`src/pkg/fsf_consts.svh`:
```
// constants for the flash driver status-flag and limit-select block
// assumes inclusion by bare name from package and design files
`ifndef FSF_CONSTS_SVH
`define FSF_CONSTS_SVH
// register offsets
`define FSF_OFS_MASK_LIMIT 8'h03
`define FSF_OFS_LOW_INPUT 8'h04
`define FSF_OFS_STATUS 8'h08
`define FSF_OFS_STATUS2 8'h09
// field positions
`define FSF_BIT_TX_EN 7
`define FSF_BIT_LOW_EN 6
`define FSF_BIT_ILIM_HI 1
`define FSF_BIT_ILIM_LO 0
`define FSF_BIT_THR_HI 2
`define FSF_BIT_THR_LO 0
`define FSF_BIT_INPUT_LOW 1
`define FSF_BIT_TX_FLAG 3
// reset values; limit field 2'b01 selects 2.6 A
`define FSF_RST_MASK_LIMIT 8'h01
`define FSF_RST_LOW_INPUT 8'h00
`define FSF_RST_STATUS 8'h00
`endif

```
`src/pkg/fsf_pkg.sv`:
```
// types for the flash driver status-flag and limit-select block
// assumes fsf_consts.svh on the include path
`include "fsf_consts.svh"
package fsf_pkg;
	// peak current limit choices
	typedef enum logic [1:0]
	{
		FSF_ILIM_2A3 = 2'h0,
		FSF_ILIM_2A6 = 2'h1,
		FSF_ILIM_2A9 = 2'h2,
		FSF_ILIM_3A3 = 2'h3
	} fsf_ilim_e;
	// register access request
	typedef struct packed
	{
		logic wr;
		logic rd;
		logic [7:0] addr;
		logic [7:0] wdata;
	} fsf_req_s;
	// synchronised pin levels
	typedef struct packed
	{
		logic tx_mask;
		logic input_low;
		logic ilim_hit;
	} fsf_pins_s;
endpackage : fsf_pkg

```
`src/fsf_sync.sv`:
```
// two-flop synchroniser for a vector of pin levels
// assumes inputs are asynchronous levels
`timescale 1ns/100ps
module fsf_sync
#(
	parameter int W = 3
)
(
	input wire logic sys_clk,
	input wire logic rst_n,
	input wire logic [W-1:0] async_in,
	output logic [W-1:0] sync_out
);
	logic [W-1:0] stage1;
	// first stage only feeds the second
	always_ff @(posedge sys_clk or negedge rst_n)
	begin
		if (!rst_n)
		begin
			stage1 <= '0;
			sync_out <= '0;
		end
		else
		begin
			stage1 <= async_in;
			sync_out <= stage1;
		end
	end
endmodule : fsf_sync

```
`src/fsf_status_flags.sv`:
```
// status flags, low-input capture and peak current limit of a flash boost driver
// assumes a register port from the serial interface logic on sys_clk
`timescale 1ns/100ps
`include "fsf_consts.svh"
module fsf_status_flags
(
	input wire logic sys_clk,
	input wire logic rst_n,
	input wire fsf_pkg::fsf_req_s reg_req,
	output logic [7:0] reg_rdata,
	input wire logic flash_start_req,
	input wire logic flash_active,
	input wire logic tx_mask_pin,
	input wire logic input_below_threshold,
	input wire logic ilim_sense_hit,
	input wire logic charge_phase_req,
	output logic [2:0] low_input_threshold_sel,
	output fsf_pkg::fsf_ilim_e ilim_sel,
	output logic boost_low_side_switch,
	output logic input_low_flag,
	output logic transmit_mask_flag
);
	// ------------------------------------------------------------
	// pin synchronisers
	// ------------------------------------------------------------
	// pins reach the logic two edges after they move
	fsf_pkg::fsf_pins_s pins;
	fsf_sync #(.W(3)) fsf_sync_inst
	(
		.sys_clk(sys_clk),
		.rst_n(rst_n),
		.async_in({tx_mask_pin, input_below_threshold, ilim_sense_hit}),
		.sync_out(pins)
	);

	// ------------------------------------------------------------
	// register state
	// ------------------------------------------------------------
	// reset images, sliced below for the mirrored outputs
	localparam logic [7:0] RST_MASK_LIMIT = `FSF_RST_MASK_LIMIT;
	localparam logic [7:0] RST_LOW_INPUT = `FSF_RST_LOW_INPUT;
	localparam logic [7:0] RST_STATUS = `FSF_RST_STATUS;
	logic [7:0] mask_and_limit_control;
	logic [7:0] low_input_control;
	logic [7:0] fault_and_flag_status;
	logic [7:0] next_mask_and_limit_control;
	logic [7:0] next_low_input_control;
	logic [7:0] next_fault_and_flag_status;
	logic [7:0] next_reg_rdata;
	logic next_switch;
	logic transmit_mask_enable;
	logic low_input_detect_enable;
	logic status_read;
	logic write_mask_limit;
	logic write_low_input;
	logic input_low_set;
	logic tx_mask_set;
	fsf_pkg::fsf_ilim_e next_ilim_sel;
	logic [2:0] next_low_input_threshold_sel;
	logic next_input_low_flag;
	logic next_transmit_mask_flag;

	// ------------------------------------------------------------
	// access decode
	// ------------------------------------------------------------
	// enables straight from the control bits
	assign transmit_mask_enable = mask_and_limit_control[`FSF_BIT_TX_EN];
	assign low_input_detect_enable = low_input_control[`FSF_BIT_LOW_EN];
	// one-cycle write strobes per control register
	assign write_mask_limit = reg_req.wr && (reg_req.addr == `FSF_OFS_MASK_LIMIT);
	assign write_low_input = reg_req.wr && (reg_req.addr == `FSF_OFS_LOW_INPUT);
	// either status address clears the recorded bits
	assign status_read = reg_req.rd && (reg_req.addr == `FSF_OFS_STATUS
		|| reg_req.addr == `FSF_OFS_STATUS2);
	// capture only at a start request outside a flash
	assign input_low_set = low_input_detect_enable && flash_start_req && !flash_active
		&& pins.input_low;
	assign tx_mask_set = transmit_mask_enable && pins.tx_mask;

	// ------------------------------------------------------------
	// control registers
	// ------------------------------------------------------------
	// host writes replace the whole byte
	always_comb
	begin
		next_mask_and_limit_control = mask_and_limit_control;
		next_low_input_control = low_input_control;
		if (write_mask_limit)
			next_mask_and_limit_control = reg_req.wdata;
		if (write_low_input)
			next_low_input_control = reg_req.wdata;
	end

	// limit field powers up at the second-lowest setting
	always_ff @(posedge sys_clk or negedge rst_n)
	begin
		if (!rst_n)
		begin
			mask_and_limit_control <= `FSF_RST_MASK_LIMIT;
			low_input_control <= `FSF_RST_LOW_INPUT;
		end
		else
		begin
			mask_and_limit_control <= next_mask_and_limit_control;
			low_input_control <= next_low_input_control;
		end
	end

	// ------------------------------------------------------------
	// status register
	// ------------------------------------------------------------
	// read clears recorded bits; a set in the same cycle wins
	// other fault bits of this byte belong to logic outside this block
	always_comb
	begin
		next_fault_and_flag_status = fault_and_flag_status;
		if (status_read)
			next_fault_and_flag_status = 8'h00;
		if (input_low_set)
			next_fault_and_flag_status[`FSF_BIT_INPUT_LOW] = 1'b1;
		if (tx_mask_set)
			next_fault_and_flag_status[`FSF_BIT_TX_FLAG] = 1'b1;
	end

	// flags only report: no path to standby, output stop or state reset
	always_ff @(posedge sys_clk or negedge rst_n)
	begin
		if (!rst_n)
			fault_and_flag_status <= `FSF_RST_STATUS;
		else
			fault_and_flag_status <= next_fault_and_flag_status;
	end

	// ------------------------------------------------------------
	// read data
	// ------------------------------------------------------------
	// read data stands until the next read; unmapped addresses give zero
	always_comb
	begin
		next_reg_rdata = reg_rdata;
		if (reg_req.rd)
		begin
			case (reg_req.addr)
				`FSF_OFS_MASK_LIMIT: next_reg_rdata = mask_and_limit_control;
				`FSF_OFS_LOW_INPUT: next_reg_rdata = low_input_control;
				`FSF_OFS_STATUS: next_reg_rdata = fault_and_flag_status;
				default: next_reg_rdata = 8'h00;
			endcase
		end
	end

	// registered read data port
	always_ff @(posedge sys_clk or negedge rst_n)
	begin
		if (!rst_n)
			reg_rdata <= 8'h00;
		else
			reg_rdata <= next_reg_rdata;
	end

	// ------------------------------------------------------------
	// mirrored outputs
	// ------------------------------------------------------------
	// outputs follow the register contents of the same edge
	always_comb
	begin
		next_ilim_sel = fsf_pkg::fsf_ilim_e'(
			next_mask_and_limit_control[`FSF_BIT_ILIM_HI:`FSF_BIT_ILIM_LO]);
		next_low_input_threshold_sel =
			next_low_input_control[`FSF_BIT_THR_HI:`FSF_BIT_THR_LO];
		next_input_low_flag = next_fault_and_flag_status[`FSF_BIT_INPUT_LOW];
		next_transmit_mask_flag = next_fault_and_flag_status[`FSF_BIT_TX_FLAG];
	end

	// every output from a flop; reset images match the registers
	always_ff @(posedge sys_clk or negedge rst_n)
	begin
		if (!rst_n)
		begin
			ilim_sel <= fsf_pkg::fsf_ilim_e'(RST_MASK_LIMIT[`FSF_BIT_ILIM_HI:`FSF_BIT_ILIM_LO]);
			low_input_threshold_sel <= RST_LOW_INPUT[`FSF_BIT_THR_HI:`FSF_BIT_THR_LO];
			input_low_flag <= RST_STATUS[`FSF_BIT_INPUT_LOW];
			transmit_mask_flag <= RST_STATUS[`FSF_BIT_TX_FLAG];
		end
		else
		begin
			ilim_sel <= next_ilim_sel;
			low_input_threshold_sel <= next_low_input_threshold_sel;
			input_low_flag <= next_input_low_flag;
			transmit_mask_flag <= next_transmit_mask_flag;
		end
	end

	// ------------------------------------------------------------
	// peak current limit
	// ------------------------------------------------------------
	// switch on for charge request during a flash unless limit reached
	// the sense lags two edges, so two more charge cycles may pass
	always_comb
	begin
		next_switch = charge_phase_req && flash_active && !pins.ilim_hit;
	end

	// limit only gates the switch; it never touches status or enables
	always_ff @(posedge sys_clk or negedge rst_n)
	begin
		if (!rst_n)
			boost_low_side_switch <= 1'b0;
		else
			boost_low_side_switch <= next_switch;
	end
endmodule : fsf_status_flags

```
`config.mk`:
```
export PLATFORM = sky130hd
export DESIGN_NAME = fsf_status_flags
export DESIGN_NICKNAME = d
export VERILOG_FILES = /design/src/pkg/fsf_pkg.sv /design/src/fsf_sync.sv /design/src/fsf_status_flags.sv
export VERILOG_INCLUDE_DIRS = /design/src /design/src/pkg
export SDC_FILE = /design/constraint.sdc
export NUM_CORES = 1
export LEC_CHECK = 0
export ABC_AREA = 1
export BUFFER_PORTS_ARGS = -buffer_cell sky130_fd_sc_hd__buf_2
export CORE_MARGIN = 2
export CORE_UTILIZATION = 30
export DETAILED_ROUTE_END_ITERATION = 10
export GPL_ROUTABILITY_DRIVEN = 0
export SETUP_SLACK_MARGIN = 0.15
export SLEW_MARGIN = 20
export SYNTH_ARGS = -nofsm -noshare
export SYNTH_HDL_FRONTEND = slang
export SYNTH_SLANG_ARGS = --single-unit
```
`constraint.sdc`:
```
create_clock -name sys_clk -period 1.6 [get_ports sys_clk]
set_input_delay 0.08 -clock sys_clk [delete_from_list [all_inputs] [get_ports sys_clk]]
set_output_delay 0.08 -clock sys_clk [all_outputs]
set_load 0.01 [all_outputs]
```
==> impl_metrics.csv, run 1 <==
group,metric,value,unit
sta,finalSetupViolCount,0,
worst_setup_path,critPathRequiredTime,1.52,ns
sta,max_slew_margin,51.4,%
synth,syn-num-nets,192,
sta,finalHoldViolCount,0,
detailed_routing,vias,1171,
worst_setup_path,cp_slowest_stage_delay,0.54,ns
clock_network,clock-sinks,33,
clock_network,clockBufferDepth,2,
sta,tightest_slew,0.729,ns
worst_setup_path,cp_top_family,"flip-flops",
grt,grt.overflow.total,0,
die,start_util,30.9,%
die,core_area,0.00511,mm2
synth,synth_top_area_share,50.7,%
synth,synth.distinct_cells,22,
clock_network,cts_tree,"yes",
synth,ys_warn_count,0,
detailed_routing,vias_per_cell,4.17,
cells_and_area,area_growth_syn_to_layout,20.6,%
detailed_routing,post_drt_wl_per_cell,11.2,um
detailed_routing,ant_nets,0,
sta,period_share,64.7,%
worst_setup_path,start_kind,"flop",
clock_network,clk_pin_slew,0.07,ns
placement,dpl-instance-area,0.00178,mm2
sta,finClkSkew,0.00675,ns
sta,fin_setup_tns,0,ns
die,die_x,76.6,um
cells_and_area,fin_nets,236,
status,outcome,"finished clean",
synth,synth_top_cell_by_area,"dfrtp_1",
grt,grt_pass1_vias,1212,
synth,yosys-top-cells-area,"dfrtp_1 51%, nand2_1 13%, o21ai_2 6.1%",
cells_and_area,design_area,0.00191,mm2
detailed_routing,first_pass_iters,5,
worst_setup_path,crit_slowest_cell,"dfstp_2",
job,maxCapViolations,0,
synth,synthCells,166,
die,num_rows,26,
placement,dp_hpwl,2.29,mm
synth,netlist_area,0.00158,mm2
die,die_area,0.00586,mm2
detailed_routing,drtIter0Drc,47,
min_path,hp-class,"in2reg",
grt,antenna_found_initial,0,
worst_setup_path,path_buf_inv,1,
power_and_ir_drop,finalPower,0.00167,W
power_and_ir_drop,power.density,876,mW/mm2
power_and_ir_drop,leakagePower,1.05,nW
sta,fin_crit,1.04,ns
die,io_pins,42,
worst_setup_path,cp-end-kind,"primary output",
synth,ys_seq_elements,33,
synth,ys_seq_area_share,52.3,%
clock_network,cts_resized,0,
cells_and_area,drive_gt1_share,36.5,%
placement,portBuffers,41,
detailed_routing,drt_wl_total,3.14,mm
grt,track_usage,12.0,%
cells_and_area,postLayoutCoreUtil,37.3,%
synth,syn_avg_cell_area,9.52,um2
clock_network,root_buffer,"clkbuf_8",
worst_setup_path,worstSetupPathType,"reg2out",
sta,grt_setup_unrepaired,"false",
sta,slew_viol_final,0,
grt,grt_max_degree,34,
power_and_ir_drop,peakVddDrop,0.588,mV
sta,fmax,965,MHz
worst_setup_path,worstPathCellList,"buf_2",
grt,grt_first_pass_wirelength,5.55,mm
worst_setup_path,crit_fanout,3,
detailed_routing,drc,0,
die,die_h,76.6,um
cells_and_area,antenna_cells,0,
clock_network,numCtsBuffers,5,
worst_setup_path,worst_ep_arrival_time,0.96,ns
clock_network,clock_latency,0.29,ns
clock_network,htree_levels,2,
## registers in the layout, indices dropped and copies added (netlist names)
name	count
fault_and_flag_status	2
mask_and_limit_control	8
low_input_threshold_sel	3
fsf_sync_inst.sync_out	3
fsf_sync_inst.stage1	3
low_input_control	5
reg_rdata	8
boost_low_side_switch	1
## layer usage
metal / GRT usage [%] / vias up / share of wire (%)
met3: 4.15 / 5 / 5.8
met5: 0 / - / 0
met2: 19.4 / 38 / 46
met1: 15.2 / 526 / 47
li1: - / 602 / -
met4: 3.82 / 0 / 0.86
## synth_stat cells
cell type / count
o21ai_1: 5
nand3_2: 3
o21ai_2: 11
buf_6: 2
buf_4: 5
nand2_1: 56
nand3_4: 2
buf_12: 1
inv_2: 2
clkinv_1: 1
nand4_1: 1
inv_1: 15
dfstp_2: 1
nand2_2: 4
nor2_1: 2
nor3_1: 1
nor2_4: 1
nand3_1: 17
nor2_8: 2
clkbuf_8: 1
dfrtp_1: 32
buf_8: 1
## per-stage QoR
step	hold WS, ns	worst slack, ns	cells
floorplan	-0.216	0.704	166
global placement	0.180	0.507	269
detailed placement	0.187	0.489	269
CTS	0.0101	0.548	281
global route	0.0328	0.534	281
finish	0.0145	0.564	281
## final timing paths
check,end,slack [ns],start,cells after the start
setup / recovery,ilim_sel[0],0.56,mask_and_limit_control[0],1
hold / removal,boost_low_side_switch,0.01,charge_phase_req,3
setup reg to reg,reg_rdata[0],0.73,mask_and_limit_control[0],4
hold reg to reg,fsf_sync_inst.sync_out[1],0.35,fsf_sync_inst.stage1[1],0
max in group asynchronous,low_input_control[5],0.75,rst_n,2
min in group asynchronous,fsf_sync_inst.stage1[0],0.38,rst_n,2
## placed cells by master (no fill, tap or decap), types with 2 or more instances in the layout
master          n
o21ai_1         5
buf_4           2
dfrtp_1        32
nand3_2         3
nand2_1        56
o21ai_2        11
clkbuf_8        5
nand2_2         4
nor2_8          2
dlygate4sd3_1   4
nor2_1          2
nand3_1        17
inv_1          15
buf_2          41
inv_2           2
clkinv_2        2
nand3_4         2
## timing repair
action | 4_1_cts | 5_1_grt
hold endpoints to repair | 35 | 0
setup buffers | 0 | 0
hold buffers | 4 | 0
## cells by family (layout without fill, tap and decap cells)
logic type	after synthesis	count (layout)	share of synthesized area, %
flip-flops	33	33	52.3
buffers and inverters	28	73	11.2
AO/OA/AOI/OAI	16	16	7.68
AND/OR/NAND/NOR	89	89	28.8
## where the power goes
part	switching, W	internal (W)
sequential	0.0000234	0.000871
clock	0.000312	0.000300
combinational	0.0000980	0.0000658
total	0.000433	0.00124
## area by class of cell
cell class              count  area [um2]
fillers                   537        3200
flip-flops and latches     33         827
multi-input cells         105         577
repair buffers             47         260
well taps                  70        87.6
clock buffers               5        68.8
inverters                  18        67.6
clock inverters             3        17.5
Note: power is estimated with default switching activity, not from simulation.
==> run 2: changes to the inputs <==
--- a/config.mk
+++ b/config.mk
@@ -6,7 +6,7 @@
 export SDC_FILE = /design/constraint.sdc
 export NUM_CORES = 1
 export LEC_CHECK = 0
-export ABC_AREA = 1
+export ABC_AREA = 0
 export BUFFER_PORTS_ARGS = -buffer_cell sky130_fd_sc_hd__buf_2
 export CORE_MARGIN = 2
 export CORE_UTILIZATION = 30
==> constraint.sdc (replaced) <==
create_clock -name sys_clk -period 1 [get_ports sys_clk]
set_input_delay 0.05 -clock sys_clk [delete_from_list [all_inputs] [get_ports sys_clk]]
set_output_delay 0.05 -clock sys_clk [all_outputs]
set_load 0.01 [all_outputs]
==> run 2 against run 1 <==
The run now ends with setup timing left. Global-route usage increased by 0.44 points. Critical path depth rose by 4. Synthesized area decreased by 6.5%. Worst setup slack lost 0.57 ns. Cell count down 17%. Register-to-register slack got worse by 0.68 ns. Synthesized cell count shrank 39%. Total power grew 66%. Clock skew fell by 0.00051 ns. Sequential power rose by 62%. First-iteration DRC count is 6.4% lower.
==> impl_metrics.csv, run 2 <==
group,metric,value,unit
sta,fmax,993,MHz
synth,synth-edff-count,0,
worst_setup_path,crit_fanout,3,
die,die_area,0.00550,mm2
status,violations,"setup timing",
power_and_ir_drop,pwr-share-clk,34.0,%
cells_and_area,layout_common_cells,"34 x buf_2, 32 x dfrtp_1, 14 x buf_4",
synth,ys_warn_count,0,
synth,syn-num-nets,128,
clock_network,clk_pin_slew,0.07,ns
clock_network,clockBufferDepth,2,
synth,ys_seq_area_share,56.0,%
synth,synth_top_area_share,54.2,%
sta,period_share,101,%
detailed_routing,first_pass_iters,4,
worst_setup_path,r2r_slack,0.05,ns
die,start_util,31.3,%
sta,slew_viol_final,0,
grt,antenna_found_initial,0,
placement,dp_hpwl,2.32,mm
die,core_area,0.00472,mm2
sta,finalSetupViolCount,3,
power_and_ir_drop,peakVddDrop,0.492,mV
clock_network,numCtsBuffers,5,
grt,grt_pass1_vias,1055,
sta,max_slew_margin,73.5,%
sta,worst_slack,-0.00727,ns
worst_setup_path,cp-end-kind,"flop",
power_and_ir_drop,power.switching,0.000657,W
die,die_h,74.2,um
synth,synthCells,102,
detailed_routing,drt_wl_total,3.14,mm
synth,netlist_area,0.00148,mm2
synth,ys.flop_type,"dfrtp_1",
cells_and_area,layout_commonest_cell,"buf_2",
synth,synth.most_common_cell,"dfrtp_1",
grt,track_usage,12.5,%
sta,tightest_slew,0.397,ns
power_and_ir_drop,seqPwrFrac,52.3,%
synth,synth.distinct_cells,28,
detailed_routing,post_drt_wl_per_cell,13.4,um
grt,grt.overflow.total,0,
grt,grt_max_degree,22,
placement,portBuffers,41,
power_and_ir_drop,power.internal,0.00211,W
power_and_ir_drop,pwr-share-comb,13.7,%
worst_setup_path,worstSetupPathType,"in2reg",
worst_setup_path,r2r-end,"reg_rdata[1]",
placement,place_ws,-0.335,ns
detailed_routing,drtIter0Drc,44,
grt,grt_first_pass_wirelength,5.02,mm
die,io_pins,42,
cells_and_area,postLayoutCoreUtil,44.9,%
worst_setup_path,critical_path.endpoint,"fault_and_flag_status[1]",
worst_setup_path,rr_startpoint,"low_input_threshold_sel[1]",
sta,finalHoldViolCount,0,
detailed_routing,ant_nets,0,
die,die_x,74.2,um
synth,syn_avg_cell_area,14.5,um2
synth,ys_async_sr_fraction,100,%
sta,finClkSkew,0.00623,ns
cells_and_area,fin_nets,192,
worst_setup_path,startpoint,"reg_req[13]",
detailed_routing,drc,0,
cells_and_area,area_growth_syn_to_layout,43.6,%
status,outcome,"complete, but fails checks",
min_path,hp-start,"reg_req[6]",
clock_network,htree_levels,2,
synth,synth_top_cell_by_area,"dfrtp_1",
sta,grt_setup_unrepaired,"true",
cells_and_area,drive_gt1_share,65.9,%
synth,ys_seq_elements,33,
synth,yosys-top-cells-area,"dfrtp_1 54%, mux2_4 8.1%, o22ai_2 5.1%",
clock_network,clock-sinks,33,
detailed_routing,vias_per_cell,4.37,
clock_network,clock_latency,0.28,ns
die,num_rows,25,
power_and_ir_drop,swShare,23.7,%
cells_and_area,reg_top3,"mask_and_limit_control x8, reg_rdata x8, low_input_control x5",
clock_network,root_buffer,"clkbuf_8",
cells_and_area,antenna_cells,0,
min_path,hp-class,"in2reg",
clock_network,cts_tree,"yes",
detailed_routing,vias,1023,
synth,ys_top_cells_by_count,"32 x dfrtp_1, 8 x a22oi_1, 8 x inv_1, 8 x mux2_4, 6 x o22ai_2",
worst_setup_path,reg2reg_depth,3,
worst_setup_path,start_kind,"input port",
power_and_ir_drop,power.density,1300,mW/mm2
worst_setup_path,worst_ep_arrival_time,1.17,ns
sta,fin_crit,1.01,ns
job,maxCapViolations,0,
power_and_ir_drop,leakagePower,1.04,nW
worst_setup_path,critPathRequiredTime,1.16,ns
run 2: kinds of logic after synthesis:
family / Yosys count / share of synthesized area, %
muxes: 16 / 14.2
and+or+nand+nor: 15 / 9.15
AOI/OAI and AO/OA: 22 / 13.8
buffers and inverters: 16 / 6.86
DFF: 33 / 56.0
run 2: stage by stage:
| stage | hold slack [ns] | total power (W) | setup TNS (ns) | instances | instance area, um2 |
|---|---|---|---|---|---|
| finish | 0.0153 | 0.00277 | -0.0168 | 234 | 2120 |
| global route | 0.0128 | 0.00289 | -0.945 | 234 | 2120 |
| CTS | 0.00284 | 0.00277 | -0.0462 | 232 | 2060 |
| detailed placement | 0.0335 | 0.00177 | -6.98 | 214 | 1810 |
| global placement | 0.0265 | 0.00176 | -6.59 | 214 | 1810 |
| floorplan | -0.246 | 0.00160 | -2.18 | 102 | 1500 |
run 2: timing repair:
item	CTS	global route
setup endpoints to repair	38	43
pin swaps	4	2
hold endpoints to repair	23	0
buffers inserted	3	2
gates resized for setup	15	10
hold buffers	7	0
run 2: final cells by class:
| type | count | area [um2] |
|---|---|---|
| fill | 438 | 2600 |
| sequential | 33 | 827 |
| multi-input combinational | 53 | 646 |
| timing repair buffer | 65 | 454 |
| tap | 67 | 83.8 |
| clock buffer | 7 | 76.3 |
| inverter | 8 | 30.0 |
| clock inverter | 1 | 5.00 |
run 2: power by group through the flow:
| stage | sequential, W | clock (W) | combinational (W) |
|---|---|---|---|
| global route | 0.00145 | 0.00102 | 0.000414 |
| floorplan | 0.00147 | 0 | 0.000128 |
| CTS | 0.00145 | 0.000971 | 0.000343 |
| detailed placement | 0.00147 | 0 | 0.000295 |
| global placement | 0.00147 | 0 | 0.000288 |
| finish | 0.00145 | 0.000940 | 0.000379 |
run 2: worst max-delay path, cell delays in order:
cell	delay (ns)
buf_6	0.09
nor4_4	0.28
nand2_1	0.15
or3_4	0.39
a32o_1	0.21
run 2: per-layer routing:
layer	up-vias	global-route usage, %	share of wire, %
met1	489	16.1	45
met2	34	18.6	46
li1	494	-	-
met5	-	0	0
met3	6	4.47	6.9
met4	0	6.06	2.3
run 2: worst min-delay path by stage:
| stage | slack, ns | depth (start not counted) | end |
|---|---|---|---|
| global placement | 0.03 | 1 | reg_rdata[1] |
| detailed placement | 0.03 | 1 | reg_rdata[3] |
| floorplan | -0.25 | 0 | boost_low_side_switch |
| finish | 0.02 | 2 | mask_and_limit_control[6] |
| CTS | 0.003 | 2 | low_input_threshold_sel[2] |
| global route | 0.01 | 2 | low_input_threshold_sel[0] |
==> run 3: changes to the inputs <==
--- a/config.mk
+++ b/config.mk
@@ -12,6 +12,7 @@
 export CORE_UTILIZATION = 30
 export DETAILED_ROUTE_END_ITERATION = 10
 export GPL_ROUTABILITY_DRIVEN = 0
+export PLACE_DENSITY = 0.54
 export SETUP_SLACK_MARGIN = 0.15
 export SLEW_MARGIN = 20
 export SYNTH_ARGS = -nofsm -noshare
==> run 3 against run 2 <==
The flow still finishes with violations (setup timing). Sequential share of layout area is 1.0 points lower. Non-clock buffer count grew 5. Combinational power up 6.1%. Core utilization up 1.2 points. Sequential cell count did not move. Clock power grew 15%. Die area is the same. Critical path type unchanged. Largest cell class unchanged.
==> impl_metrics.csv, run 3 (synthesized netlist as in run 2, its figures left out) <==
group,metric,value,unit
grt,grt_max_degree,16,
grt,antenna_found_initial,0,
sta,finClkSkew,0.00306,ns
die,io_pins,42,
clock_network,htree_levels,2,
die,die_h,74.2,um
min_path,hold_path_end,"mask_and_limit_control[0]",
worst_setup_path,worstSetupPathType,"in2reg",
detailed_routing,vias,1052,
detailed_routing,first_pass_iters,3,
sta,finalSetupViolCount,10,
power_and_ir_drop,power.density,1340,mW/mm2
sta,tightest_slew,0.374,ns
cells_and_area,fillers,429,
min_path,hold_path_depth,2,
worst_setup_path,worst_ep_arrival_time,1.19,ns
sta,fin_setup_tns,-0.181,ns
cells_and_area,antenna_cells,0,
die,die_area,0.00550,mm2
detailed_routing,drt_wl_total,3.21,mm
die,core_area,0.00472,mm2
clock_network,cts_tree,"yes",
min_path,hp-class,"in2reg",
cells_and_area,design_area,0.00218,mm2
cells_and_area,seqCellArea,827,um2
power_and_ir_drop,peakVddDrop,0.566,mV
worst_setup_path,rr_startpoint,"low_input_control[3]",
clock_network,clock-sinks,33,
worst_setup_path,cp-end-kind,"flop",
sta,finalHoldViolCount,0,
placement,portBuffers,41,
worst_setup_path,crit_fanout,8,
sta,max_slew_margin,75.0,%
status,outcome,"complete, but fails checks",
die,num_rows,25,
worst_setup_path,critPathRequiredTime,1.16,ns
placement,dp_hpwl,2.40,mm
worst_setup_path,r2r-end,"reg_rdata[3]",
clock_network,clock_latency,0.28,ns
worst_setup_path,r2r_slack,0.03,ns
grt,grt_first_pass_wirelength,5.00,mm
sta,period_share,103,%
power_and_ir_drop,leakagePower,1.08,nW
grt,grt.overflow.total,0,
cells_and_area,final_cells,239,
cells_and_area,area_growth_syn_to_layout,47.4,%
detailed_routing,drtIter0Drc,15,
grt,track_usage,12.5,%
sta,grt_setup_unrepaired,"true",
status,violations,"setup timing",
worst_setup_path,start_kind,"input port",
die,die_x,74.2,um
clock_network,clockBufferDepth,2,
sta,slew_viol_final,0,
sta,fmax,976,MHz
min_path,hp-start,"reg_req[0]",
sta,fin_crit,1.03,ns
cells_and_area,reg_top3,"mask_and_limit_control x8, reg_rdata x8, low_input_control x5",
worst_setup_path,reg2reg_depth,3,
sta,worst_slack,-0.0251,ns
cells_and_area,layout_commonest_cell,"buf_2",
cells_and_area,drive_gt1_share,66.9,%
detailed_routing,ant_nets,0,
detailed_routing,post_drt_wl_per_cell,13.4,um
clock_network,clk_pin_slew,0.06,ns
detailed_routing,vias_per_cell,4.40,
cells_and_area,fin_nets,197,
placement,dpl.cell_count,213,
placement,dpl-instance-area,0.00183,mm2
cells_and_area,multi_input_area,628,um2
clock_network,root_buffer,"clkbuf_8",
sta,hold-worst-slack,0.0178,ns
die,start_util,31.3,%
cells_and_area,layout_common_cells,"36 x buf_2, 32 x dfrtp_1, 17 x buf_4",
detailed_routing,drc,0,
job,maxCapViolations,0,
clock_network,numCtsBuffers,5,
grt,grt_pass1_vias,1101,
-- run 3: cell types whose count changed in the layout (fill, tap and decap cells not counted), sizes merged --
cell / delta
buf: +6
clkbuf: -1
-- run 3: worst max-delay path by stage --
stage	start	end
2_1_floorplan	reg_req[13]	low_input_control[3]
3_3_place_gp	reg_req[13]	low_input_threshold_sel[2]
3_5_place_dp	reg_req[13]	low_input_threshold_sel[2]
4_1_cts	reg_req[14]	low_input_control[4]
5_1_grt	reg_req[14]	low_input_threshold_sel[0]
6_report	reg_req[14]	low_input_threshold_sel[2]
-- run 3: power breakdown --
group          internal (W)  switching [W]
sequential          0.00140      0.0000405
combinational      0.000234       0.000168
clock              0.000621       0.000459
total               0.00226       0.000667
-- run 3: through the flow --
step | utilization [%] | total power [W] | worst slack, ns
2_1_floorplan | - | 0.00160 | -0.141
3_3_place_gp | 38.7 | 0.00177 | -0.330
3_5_place_dp | 38.7 | 0.00178 | -0.366
4_1_cts | 45.4 | 0.00295 | -0.0481
6_report | 46.1 | 0.00293 | -0.0251
5_1_grt | 46.1 | 0.00306 | -0.0743
-- run 3: what timing repair did --
action	4_1_cts	5_1_grt
setup endpoints to repair	38	41
pin swaps	5	6
hold buffers	7	0
resized for setup	18	1
hold endpoints to repair	38	0
setup buffers	7	4
-- run 3: critical path, cell delays in order --
cell	delay, ns
buf_6	0.09
nor4_4	0.30
and3b_2	0.29
nand2_4	0.13
mux2_4	0.33
-- run 3: cell type report --
type / count / area share (%)
Tap cell: 67 / 3.85
Inverter: 8 / 1.38
Timing Repair Buffer: 70 / 23.3
Sequential cell: 33 / 38.0
Clock buffer: 7 / 4.42
Multi-Input combinational cell: 53 / 28.8
Clock inverter: 1 / 0.230
-- run 3: layer usage --
metal	part of all wire, %	track usage (%)	vias to the layer above
li1	-	-	508
met4	2.3	6.67	0
met3	5.0	3.39	6
met1	40	13.8	512
met2	52	21.9	26
met5	0	0	-
